[config.mk]
export PLATFORM = sky130hd
export DESIGN_NAME = power_mode_and_clock_gate_regs
export DESIGN_NICKNAME = d
export VERILOG_FILES = /design/src/hw/pmcg_pkg.sv /design/src/hw/power_mode_and_clock_gate_regs.sv
export VERILOG_INCLUDE_DIRS = /design/src /design/src/hw
export SDC_FILE = /design/constraint.sdc
export NUM_CORES = 1
export LEC_CHECK = 0
export BUFFER_PORTS_ARGS = -buffer_cell sky130_fd_sc_hd__buf_4
export CORE_MARGIN = 2
export CORE_UTILIZATION = 32
export CTS_CLUSTER_SIZE = 16
export DETAILED_ROUTE_END_ITERATION = 8
export PLACE_DENSITY = 0.67
export SYNTH_ARGS = -nofsm -noshare
export SYNTH_HDL_FRONTEND = slang
export SYNTH_SLANG_ARGS = --single-unit
[constraint.sdc]
create_clock -name i_clk -period 3.33 [get_ports i_clk]
set_input_delay 0.1665 -clock i_clk [delete_from_list [all_inputs] [get_ports i_clk]]
set_output_delay 0.1665 -clock i_clk [all_outputs]
set_load 0.005 [all_outputs]
[src/hw/pmcg_map.svh]
// register offsets, field positions and reset values
`ifndef PMCG_MAP_SVH
`define PMCG_MAP_SVH

// ----------------------------------------------------------------------
// register byte offsets
// ----------------------------------------------------------------------
`define OFS_POWER_MODE 8'h00
`define OFS_LVW_CTRL 8'h04
`define OFS_CLK_GATE_ONE 8'h08
`define OFS_IRQ_STATUS 8'h0c
`define OFS_IRQ_MASK 8'h10

// ----------------------------------------------------------------------
// power mode control and status fields
// ----------------------------------------------------------------------
`define BIT_LP_REG_REQ 7
`define BIT_REG_STANDBY 6
`define BIT_WAKE_REG_IRQ 5
`define BIT_PARTIAL_POWER_DOWN_STOP_FLAG 3
`define BIT_PARTIAL_POWER_DOWN_STOP_ACK 2
`define BIT_DEEP_STOP_EN 1
`define BIT_DEEP_STOP_SEL 0

// ----------------------------------------------------------------------
// low-voltage warning fields
// ----------------------------------------------------------------------
`define BIT_LVW_FLAG 7
`define BIT_LVW_ACK 6
`define BIT_LVW_IRQ_EN 3

// ----------------------------------------------------------------------
// clock gate fields
// ----------------------------------------------------------------------
`define BIT_CG_TIMER_TWO 6
`define BIT_CG_TIMER_ONE 5
`define BIT_CG_ADC 4
`define BIT_CG_TWO_WIRE 2
`define BIT_CG_ASYNC_SERIAL 0
`define CG_USED_MASK 8'h75

// ----------------------------------------------------------------------
// interrupt status fields
// ----------------------------------------------------------------------
`define BIT_EV_LVW 0
`define BIT_EV_PARTIAL_POWER_DOWN_STOP 1
`define BIT_EV_REQ_CLR 2
`define EV_COUNT 3

// ----------------------------------------------------------------------
// reset values
// ----------------------------------------------------------------------
`define RST_CLK_GATE_ONE 8'h75
`define RST_IRQ_MASK 3'h0

`endif

[src/hw/pmcg_pkg.sv]
// types shared by the power mode and clock gate register bank
package pmcg_pkg;

    typedef logic [7:0] reg_byte_t;
    typedef logic [31:0] bus_word_t;

    // bus slave handshake phases
    typedef enum logic [0:0] {
        BUS_IDLE,
        BUS_ACK
    } bus_state_t;

    // stop mode that a stop instruction would enter
    typedef enum logic [0:0] {
        STOP_LIGHT,
        STOP_PARTIAL_POWER_DOWN
    } stop_mode_t;

endpackage : pmcg_pkg

[src/hw/power_mode_and_clock_gate_regs.sv]
// power mode, low-voltage warning and clock gate register bank
//
// Notes on behaviour
// - setting the regulator request bit asks for low power run and wait.
// - regulator request cannot be set while deep stop select is 1.
// - deep stop select cannot be set while regulator request is 1.
// - writing both bits at once sets only deep stop select.
// - an interrupt clears the regulator request when wake-on-interrupt is 1.
// - standby status reads 1 only while the regulator is in standby.
// - wake-on-interrupt 1 makes regulator leave standby on interrupt.
// - partial_power_down_stop recovery flag reads 1 after recovery from deep stop.
// - writing 1 to partial_power_down_stop acknowledge clears the recovery flag.
// - deep stop enable is write-once; 0 locks out partial power down.
// - deep stop select chooses light stop (0) or partial power down (1).
// - warning acknowledge clears the flag only if no warning is present.
// - warning interrupt enable raises a request while the flag is 1.
// - timer two, timer one and ADC clock gates pass clock when 1.
// - two-wire serial clock gate passes its clock when 1.
// - async serial clock gate passes its clock when 1.
`timescale 1ns/1ps
`include "pmcg_map.svh"

module power_mode_and_clock_gate_regs #(
    parameter int ADDR_W = 8
) (
    input wire logic i_clk,
    input wire logic i_rst_n,
    input wire logic i_ce,
    // avalon-mm slave
    input wire logic [ADDR_W-1:0] i_address,
    input wire logic i_read,
    input wire logic i_write,
    input wire pmcg_pkg::bus_word_t i_writedata,
    input wire logic [3:0] i_byteenable,
    output logic o_waitrequest,
    output pmcg_pkg::bus_word_t o_readdata,
    // system status inputs
    input wire logic i_cpu_interrupt,
    input wire logic i_regulator_in_standby,
    input wire logic i_partial_power_down_stop_recovered,
    input wire logic i_supply_below_warning,
    // power mode controls
    output logic o_low_power_regulator_request,
    output logic o_regulator_exit_standby,
    output logic o_partial_power_down_allowed,
    output pmcg_pkg::stop_mode_t o_stop_mode,
    output logic o_low_voltage_warning_irq,
    // peripheral bus clock enables
    output logic o_clk_en_timer_unit_two,
    output logic o_clk_en_timer_unit_one,
    output logic o_clk_en_adc,
    output logic o_clk_en_two_wire_serial_unit,
    output logic o_clk_en_async_serial_unit,
    // summary interrupt
    output logic o_irq
);
    import pmcg_pkg::*;

    // ------------------------------------------------------------------
    // register state
    // ------------------------------------------------------------------
    logic low_power_regulator_request_q;
    logic wake_regulator_on_interrupt_q;
    logic partial_power_down_stop_recovery_flag_q;
    logic deep_stop_enable_q;
    logic deep_stop_enable_written_q;
    logic deep_stop_select_q;
    logic low_voltage_warning_flag_q;
    logic low_voltage_warning_irq_enable_q;
    reg_byte_t clk_gate_one_q;
    logic [`EV_COUNT-1:0] irq_status_q;
    logic [`EV_COUNT-1:0] irq_mask_q;
    bus_state_t bus_state_q;

    // ------------------------------------------------------------------
    // bus decode
    // ------------------------------------------------------------------
    logic req;
    logic accept;
    logic wr_lane0;
    logic rd_accept;
    reg_byte_t wbyte;

    function automatic logic hit(input logic [ADDR_W-1:0] addr,
                                 input logic [7:0] ofs);
        hit = (addr == ADDR_W'(ofs));
    endfunction : hit

    assign req = i_read | i_write;
    assign accept = req && (bus_state_q == BUS_ACK);
    assign wr_lane0 = accept && i_write && i_byteenable[0];
    assign rd_accept = accept && i_read;
    assign wbyte = i_writedata[7:0];

    logic wr_power;
    logic wr_lvw;
    logic wr_gate;
    logic wr_mask;
    logic rd_status;

    assign wr_power = wr_lane0 && hit(i_address, `OFS_POWER_MODE);
    assign wr_lvw = wr_lane0 && hit(i_address, `OFS_LVW_CTRL);
    assign wr_gate = wr_lane0 && hit(i_address, `OFS_CLK_GATE_ONE);
    assign wr_mask = wr_lane0 && hit(i_address, `OFS_IRQ_MASK);
    assign rd_status = rd_accept && hit(i_address, `OFS_IRQ_STATUS);

    // ------------------------------------------------------------------
    // bus handshake: one wait cycle, then accept
    // ------------------------------------------------------------------
    always_ff @(posedge i_clk) begin
        if (!i_rst_n) begin
            bus_state_q <= BUS_IDLE;
            o_waitrequest <= 1'b1;
        end else if (i_ce) begin
            unique case (bus_state_q)
                BUS_IDLE: begin
                    if (req) begin
                        bus_state_q <= BUS_ACK;
                        o_waitrequest <= 1'b0;
                    end
                end
                BUS_ACK: begin
                    bus_state_q <= BUS_IDLE;
                    o_waitrequest <= 1'b1;
                end
            endcase
        end
    end

    // ------------------------------------------------------------------
    // read data, captured one cycle ahead of the accept edge
    // ------------------------------------------------------------------
    reg_byte_t power_rd;
    reg_byte_t lvw_rd;
    reg_byte_t rd_byte;

    always_comb begin
        power_rd = 8'h00;
        power_rd[`BIT_LP_REG_REQ] = low_power_regulator_request_q;
        power_rd[`BIT_REG_STANDBY] = i_regulator_in_standby;
        power_rd[`BIT_WAKE_REG_IRQ] = wake_regulator_on_interrupt_q;
        power_rd[`BIT_PARTIAL_POWER_DOWN_STOP_FLAG] = partial_power_down_stop_recovery_flag_q;
        power_rd[`BIT_DEEP_STOP_EN] = deep_stop_enable_q;
        power_rd[`BIT_DEEP_STOP_SEL] = deep_stop_select_q;
        lvw_rd = 8'h00;
        lvw_rd[`BIT_LVW_FLAG] = low_voltage_warning_flag_q;
        lvw_rd[`BIT_LVW_IRQ_EN] = low_voltage_warning_irq_enable_q;
    end

    always_comb begin
        // reserved and acknowledge bits read zero
        rd_byte = 8'h00;
        if (hit(i_address, `OFS_POWER_MODE)) begin
            rd_byte = power_rd;
        end else if (hit(i_address, `OFS_LVW_CTRL)) begin
            rd_byte = lvw_rd;
        end else if (hit(i_address, `OFS_CLK_GATE_ONE)) begin
            rd_byte = clk_gate_one_q & `CG_USED_MASK;
        end else if (hit(i_address, `OFS_IRQ_STATUS)) begin
            rd_byte = {5'h00, irq_status_q};
        end else if (hit(i_address, `OFS_IRQ_MASK)) begin
            rd_byte = {5'h00, irq_mask_q};
        end
    end

    always_ff @(posedge i_clk) begin
        if (!i_rst_n) begin
            o_readdata <= 32'h0000_0000;
        end else if (i_ce) begin
            if (bus_state_q == BUS_IDLE && i_read) begin
                o_readdata <= {24'h00_0000, rd_byte};
            end
        end
    end

    // ------------------------------------------------------------------
    // power mode control
    // ------------------------------------------------------------------
    logic req_auto_clear;
    logic set_dss;
    logic set_req;

    assign req_auto_clear = i_cpu_interrupt && wake_regulator_on_interrupt_q
                            && low_power_regulator_request_q;
    // select refused while request is set
    assign set_dss = wbyte[`BIT_DEEP_STOP_SEL]
                     && !low_power_regulator_request_q;
    // request refused while select is set
    // simultaneous write keeps only the select
    assign set_req = wbyte[`BIT_LP_REG_REQ] && !deep_stop_select_q
                     && !wbyte[`BIT_DEEP_STOP_SEL];

    always_ff @(posedge i_clk) begin
        if (!i_rst_n) begin
            low_power_regulator_request_q <= 1'b0;
        end else if (i_ce) begin
            if (req_auto_clear) begin
                low_power_regulator_request_q <= 1'b0;
            end else if (wr_power) begin
                low_power_regulator_request_q <= set_req;
            end
        end
    end

    always_ff @(posedge i_clk) begin
        if (!i_rst_n) begin
            deep_stop_select_q <= 1'b0;
            wake_regulator_on_interrupt_q <= 1'b0;
        end else if (i_ce) begin
            if (wr_power) begin
                deep_stop_select_q <= set_dss;
                wake_regulator_on_interrupt_q <= wbyte[`BIT_WAKE_REG_IRQ];
            end
        end
    end

    always_ff @(posedge i_clk) begin
        if (!i_rst_n) begin
            deep_stop_enable_q <= 1'b0;
            deep_stop_enable_written_q <= 1'b0;
        end else if (i_ce) begin
            if (wr_power && !deep_stop_enable_written_q) begin
                deep_stop_enable_q <= wbyte[`BIT_DEEP_STOP_EN];
                deep_stop_enable_written_q <= 1'b1;
            end
        end
    end

    always_ff @(posedge i_clk) begin
        if (!i_rst_n) begin
            partial_power_down_stop_recovery_flag_q <= 1'b0;
        end else if (i_ce) begin
            if (i_partial_power_down_stop_recovered) begin
                partial_power_down_stop_recovery_flag_q <= 1'b1;
            end else if (wr_power && wbyte[`BIT_PARTIAL_POWER_DOWN_STOP_ACK]) begin
                partial_power_down_stop_recovery_flag_q <= 1'b0;
            end
        end
    end

    // ------------------------------------------------------------------
    // low-voltage warning
    // ------------------------------------------------------------------
    always_ff @(posedge i_clk) begin
        if (!i_rst_n) begin
            low_voltage_warning_flag_q <= 1'b0;
        end else if (i_ce) begin
            if (i_supply_below_warning) begin
                low_voltage_warning_flag_q <= 1'b1;
            end else if (wr_lvw && wbyte[`BIT_LVW_ACK]) begin
                low_voltage_warning_flag_q <= 1'b0;
            end
        end
    end

    always_ff @(posedge i_clk) begin
        if (!i_rst_n) begin
            low_voltage_warning_irq_enable_q <= 1'b0;
        end else if (i_ce) begin
            if (wr_lvw) begin
                low_voltage_warning_irq_enable_q <= wbyte[`BIT_LVW_IRQ_EN];
            end
        end
    end

    // ------------------------------------------------------------------
    // clock gates
    // ------------------------------------------------------------------
    always_ff @(posedge i_clk) begin
        if (!i_rst_n) begin
            clk_gate_one_q <= `RST_CLK_GATE_ONE;
        end else if (i_ce) begin
            if (wr_gate) begin
                clk_gate_one_q <= wbyte & `CG_USED_MASK;
            end
        end
    end

    // ------------------------------------------------------------------
    // event status and mask
    // ------------------------------------------------------------------
    logic [`EV_COUNT-1:0] events;

    assign events[`BIT_EV_LVW] = i_supply_below_warning
                                 && !low_voltage_warning_flag_q;
    assign events[`BIT_EV_PARTIAL_POWER_DOWN_STOP] = i_partial_power_down_stop_recovered;
    assign events[`BIT_EV_REQ_CLR] = req_auto_clear;

    genvar g;
    generate
        for (g = 0; g < `EV_COUNT; g++) begin : g_status
            always_ff @(posedge i_clk) begin
                if (!i_rst_n) begin
                    irq_status_q[g] <= 1'b0;
                end else if (i_ce) begin
                    // set wins over read clear
                    if (events[g]) begin
                        irq_status_q[g] <= 1'b1;
                    end else if (rd_status) begin
                        irq_status_q[g] <= 1'b0;
                    end
                end
            end
        end
    endgenerate

    always_ff @(posedge i_clk) begin
        if (!i_rst_n) begin
            irq_mask_q <= `RST_IRQ_MASK;
        end else if (i_ce) begin
            if (wr_mask) begin
                irq_mask_q <= wbyte[`EV_COUNT-1:0];
            end
        end
    end

    // ------------------------------------------------------------------
    // registered outputs
    // ------------------------------------------------------------------
    always_ff @(posedge i_clk) begin
        if (!i_rst_n) begin
            o_irq <= 1'b0;
            o_low_voltage_warning_irq <= 1'b0;
        end else if (i_ce) begin
            o_irq <= |(irq_status_q & irq_mask_q);
            o_low_voltage_warning_irq <= low_voltage_warning_flag_q
                                         && low_voltage_warning_irq_enable_q;
        end
    end

    always_ff @(posedge i_clk) begin
        if (!i_rst_n) begin
            o_low_power_regulator_request <= 1'b0;
            o_regulator_exit_standby <= 1'b0;
            o_partial_power_down_allowed <= 1'b0;
            o_stop_mode <= STOP_LIGHT;
        end else if (i_ce) begin
            o_low_power_regulator_request <= low_power_regulator_request_q;
            o_regulator_exit_standby <= i_cpu_interrupt
                                        && wake_regulator_on_interrupt_q;
            o_partial_power_down_allowed <= deep_stop_enable_q;
            o_stop_mode <= (deep_stop_enable_q && deep_stop_select_q)
                           ? STOP_PARTIAL_POWER_DOWN : STOP_LIGHT;
        end
    end

    always_ff @(posedge i_clk) begin
        if (!i_rst_n) begin
            o_clk_en_timer_unit_two <= 1'b0;
            o_clk_en_timer_unit_one <= 1'b0;
            o_clk_en_adc <= 1'b0;
            o_clk_en_two_wire_serial_unit <= 1'b0;
            o_clk_en_async_serial_unit <= 1'b0;
        end else if (i_ce) begin
            o_clk_en_timer_unit_two <= clk_gate_one_q[`BIT_CG_TIMER_TWO];
            o_clk_en_timer_unit_one <= clk_gate_one_q[`BIT_CG_TIMER_ONE];
            o_clk_en_adc <= clk_gate_one_q[`BIT_CG_ADC];
            o_clk_en_two_wire_serial_unit <= clk_gate_one_q[`BIT_CG_TWO_WIRE];
            o_clk_en_async_serial_unit <= clk_gate_one_q[`BIT_CG_ASYNC_SERIAL];
        end
    end

endmodule : power_mode_and_clock_gate_regs

== Yosys cells after proc, flatten, opt, wreduce, memory -nomap -nowiden ==
Cells that the tools add are included.
Widths: inputs -> output; s select.

* Equal/unequal tests: 5
* Bitwise logic cells: 3
* Reductions and logical operators: 47
* Muxes and demuxes: 20

{| class="wikitable"
|+ Operators by type and width
! kind !! number
|-
| $reduce_and 2->1 || 13
|-
| $logic_and 1x1->1 || 21
|-
| $eq 8x4->1 const B || 2
|-
| $mux 8 || 2
|-
| $mux 1 || 13
|-
| $reduce_bool 2->1 || 6
|-
| $eq 8x3->1 const B || 1
|-
| $eq 8x5->1 const B || 1
|-
| $logic_not 8->1 || 1
|-
| $mux 7 || 1
|-
| $mux 3 || 2
|-
| $logic_not 1->1 || 5
|-
| $pmux 1 s2 || 2
|-
| $and 3x3->3 || 1
|-
| $reduce_or 3->1 || 1
|-
| $ne 2x2->1 const B || 1
|-
| $not 1->1 || 1
|-
| $or 1x1->1 || 1
|}

* Bits in registers: 40

== Depth between registers and ports, before layout ==
* Word-level depth: 8
* Gate-level depth with buffers: 6
* Mapped depth without buffers: 4

== Worst setup path after synthesis ==
OpenSTA, ideal clock, no wires.

* Path kind: input to register
* Start point: in i_address[4]
* End point: reg low_voltage_warning_irq_enable_q
* Slack: 1.686 ns
* Cell stages on the path: 5
* Arrival: 1.517 ns
* Cell sequence: buf_6 -> or4_4 -> or4_4 -> mux2i_1 -> nor2_1

* Cells in the longest elaborated chain, start to end: 3

{| class="wikitable"
|+ Ends and longest elaborated chain
! element !! RTL line !! text
|-
| start, declared || power_mode_and_clock_gate_regs.sv:30 || <nowiki>input wire logic [ADDR_W-1:0] i_address,</nowiki>
|-
| $eq 8x3->1 || power_mode_and_clock_gate_regs.sv:86 || <nowiki>hit = (addr == ADDR_W'(ofs));</nowiki>
|-
| $logic_and 1x1->1 || power_mode_and_clock_gate_regs.sv:102 || <nowiki>assign wr_lvw = wr_lane0 && hit(i_address, `OFS_LVW_CTRL);</nowiki>
|-
| $reduce_and 2->1 (no line) || n/a ||
|-
| end signal, assigned || power_mode_and_clock_gate_regs.sv:261 || <nowiki>low_voltage_warning_irq_enable_q <= wbyte[`BIT_LVW_IRQ_EN];</nowiki>
|-
| end, declared || power_mode_and_clock_gate_regs.sv:69 || <nowiki>logic low_voltage_warning_irq_enable_q;</nowiki>
|}

No other way between the ends.
A chain may end at the register's enable or synchronous reset.

== Worst setup path in the final report ==
* Start point: reg bus_state_q
* End point: reg clk_gate_one_q[6]

* Cells in the longest elaborated chain, start to end: 5

{| class="wikitable"
|+ Ends and longest elaborated chain
! element !! RTL line !! text
|-
| start, declared || power_mode_and_clock_gate_regs.sv:73 || <nowiki>bus_state_t bus_state_q;</nowiki>
|-
| start signal, assigned || power_mode_and_clock_gate_regs.sv:112 || <nowiki>bus_state_q <= BUS_IDLE;</nowiki>
|-
| start signal, assigned || power_mode_and_clock_gate_regs.sv:118 || <nowiki>bus_state_q <= BUS_ACK;</nowiki>
|-
| start signal, assigned || power_mode_and_clock_gate_regs.sv:123 || <nowiki>bus_state_q <= BUS_IDLE;</nowiki>
|-
| $logic_and 1x1->1 || power_mode_and_clock_gate_regs.sv:90 || <nowiki>assign accept = req && (bus_state_q == BUS_ACK);</nowiki>
|-
| $logic_and 1x1->1 (2 in series) || power_mode_and_clock_gate_regs.sv:91 || <nowiki>assign wr_lane0 = accept && i_write && i_byteenable[0];</nowiki>
|-
| $logic_and 1x1->1 || power_mode_and_clock_gate_regs.sv:103 || <nowiki>assign wr_gate = wr_lane0 && hit(i_address, `OFS_CLK_GATE_ONE);</nowiki>
|-
| $reduce_and 2->1 (no line) || n/a ||
|-
| end signal, assigned || power_mode_and_clock_gate_regs.sv:271 || <nowiki>clk_gate_one_q <= `RST_CLK_GATE_ONE;</nowiki>
|-
| end signal, assigned || power_mode_and_clock_gate_regs.sv:274 || <nowiki>clk_gate_one_q <= wbyte & `CG_USED_MASK;</nowiki>
|-
| end, declared || power_mode_and_clock_gate_regs.sv:70 || <nowiki>reg_byte_t clk_gate_one_q;</nowiki>
|}

No other way between the ends.

==> results_dict.tcl <==
set metrics [dict create \
    status "finished, final reports clean" \
    netlist.area_leader.share_pct 41.3 \
    seqCellArea_um2 801 \
    yosys_warnings 0 \
    grt.overflow.total 0 \
    setup_violations 0 \
    area_growth_pct 19.1 \
    crit_type "flip-flop to flip-flop" \
    initial_core_util_pct 33.0 \
    drive_gt1_share_pct 23.5 \
    ant_nets 0 \
    dieArea_um2 6700 \
    cts_resized 0 \
    yosys_register_bits 40 \
    finalCriticalPeriod_ns 1.67 \
    avgSynthCellArea_um2 8.82 \
    ys_seq_area_share_pct 41.3 \
    drc 0 \
    hold_viol_final 0 \
    max_stage_delay_ns 0.56 \
    wl_per_cell_um 13.4 \
    ios 97 \
    n_antenna_cell 0 \
    die_w_um 81.9 \
    drt-initial-drc-count 78 \
    cts_buffer_depth 2 \
    htreeDepth 2 \
    antenna_found_initial 0 \
    numPlacedInstances 328 \
    fin_area_um2 2310 \
    yosysTopAreaCell "dfxtp_1" \
    start_kind "flip-flop" \
    critical_path_arrival_ns 1.85 \
    tightest_slew_ns 0.567 \
    hold_path_class "input pin to flip-flop" \
    fmax_mhz 599 \
    clock_latency_ns 0.29 \
    synth.distinct_cells 40 \
    track_usage_pct 14.1 \
    cts_made_buffers 5 \
    layout.cells.non_filler 335 \
    finalClockSkew_ns 0.00698 \
    synth_edf_count 0 \
    crit_fanout 7 \
    fp.dieH_um 81.9 \
    cp_top_family "simple AND/OR/NAND/NOR gates" \
    grt_pass1_vias 1494 \
    netlist_area_um2 1940 \
    postCtsHoldBufs 0 \
    crit_chain "nand4_2 > nor4_4 > mux2i_1 > nand2_1" \
    period_share_pct 50.2 \
    layout.nets 313 \
    grt_start_max_net_pins 26 \
    nFillCells 621 \
    p_per_area_nw_per_um2 397 \
    dpl.hpwl_mm 3.28 \
    relSlewSlack_pct 61.9 \
    post_cts_buffers 0 \
    gp_congestion 0.881 \
    layout_common_cells "buf_4 (45), dfxtp_1 (40), nor2_1 (28), conb_1 (24), mux2i_1 (21)" \
    worstPathRequired_ns 3.51 \
    synthCells 220 \
    vias_per_cell 4.80 \
    async_flop_share_pct 0 \
    firstDrtPassIters 4 \
    clockRootBuffer "clkbuf_8" \
    rows 28 \
    setup-tns-final_ns 0 \
    coreArea_um2 5890 \
    p_leak_nw 1.00 \
    layout_commonest_cell "buf_4" \
    crit_slowest_cell "nor4_4" \
    multi_input_area_um2 978 \
    slew_violations 0 \
    cts_tree "done" \
    drv_cap 0 \
    clk_pin_slew_ns 0.08 \
    worst_setup_path_end_kind "flip-flop" \
    synth_ff_type "dfxtp_1" \
    r2r_slack_ns 1.66 \
    cts_sinks 40 \
    ys_top_cells_by_area "dfxtp_1 (41%), mux2i_1 (11%), buf_4 (9.3%)" \
    rsz0062_at_grt "no" \
    vias 1607 \
    ir_drop_uv 245 \
    drt_wl_total_mm 4.49 \
    grt_pass1_wl_mm 7.09 \
    post_dp_cell_area_um2 2230 \
    worst-path-buf-inv 0 \
    io_buffers 45 \
]
## tightest hold or removal path, delay by kind of cell
family	cells	cell delay [ns]
buffers and inverters	1	0.08
muxes	1	0.05
and+or+nand+nor	1	0.05
## where the power goes
group	total (W)	switching [W]	internal, W
combinational	0.000106	0.0000580	0.0000478
clock	0.000313	0.000171	0.000142
sequential	0.000499	0.00000827	0.000491
total	0.000918	0.000238	0.000680
## per-layer routing
layer  vias up  share of wire (%)  global-route usage (%)
li1        794                  -                       -
met1       736                 47                    19.5
met2        72                 43                    21.0
met3         5                9.2                    3.63
met4         0               0.78                    5.50
met5         -                  0                       0
## worst paths after layout
path | cells after the start | to | from
max | 4 | clk_gate_one_q[6] | bus_state_q
min | 3 | clk_gate_one_q[4] | i_writedata[4]
max reg2reg | 4 | clk_gate_one_q[6] | bus_state_q
min reg2reg | 2 | o_readdata[3] | o_readdata[3]
## final cells by class
| class | count | share of cell area, % |
|---|---|---|
| timing repair buffer | 45 | 14.6 |
| clock buffer | 5 | 2.98 |
| tap | 75 | 4.06 |
| clock inverter | 2 | 0.541 |
| inverter | 5 | 0.812 |
| multi-input combinational | 163 | 42.3 |
| sequential | 40 | 34.7 |
## sequential cells by signal, summed over array words and instances, names as in the netlist, 3 cells and up
signal	cells
irq_status_q	3
irq_mask_q	3
clk_gate_one_q	5
o_readdata	8
## through the flow
stage                     hold slack (ns)  setup slack (ns)  utilization (%)  total power, W
after floorplan                     0.268              1.69                -        0.000585
final                              0.0857              1.66             39.3        0.000918
after global routing               0.0942              1.54             39.3        0.000958
after detailed placement            0.395              1.47             37.9        0.000615
after CTS                          0.0830              1.67             39.3        0.000926
after global placement              0.383              1.48             37.9        0.000615
## logic make-up after synthesis
family                 synth area share [%]
muxes                                  12.0
and+or+nand+nor                        23.1
AOI/OAI and AO/OA                      10.6
DFF                                    41.3
buffers and inverters                  12.8
other                                 0.193
## synth_stat cells (2+ instances only)
library cell,instances
buf_4,24
nand4_1,3
mux2_2,2
o21ai_0,6
inv_1,4
or3_1,3
mux2i_1,21
nor4_1,2
and3_1,2
nand2_1,20
nor4_4,2
nand3_1,7
or4_4,2
dfxtp_1,40
nand2b_1,5
a21oi_1,15
and3b_1,2
nor2_1,28
a32o_1,3
clkbuf_1,9
Power figures use the tool's default switching activity.
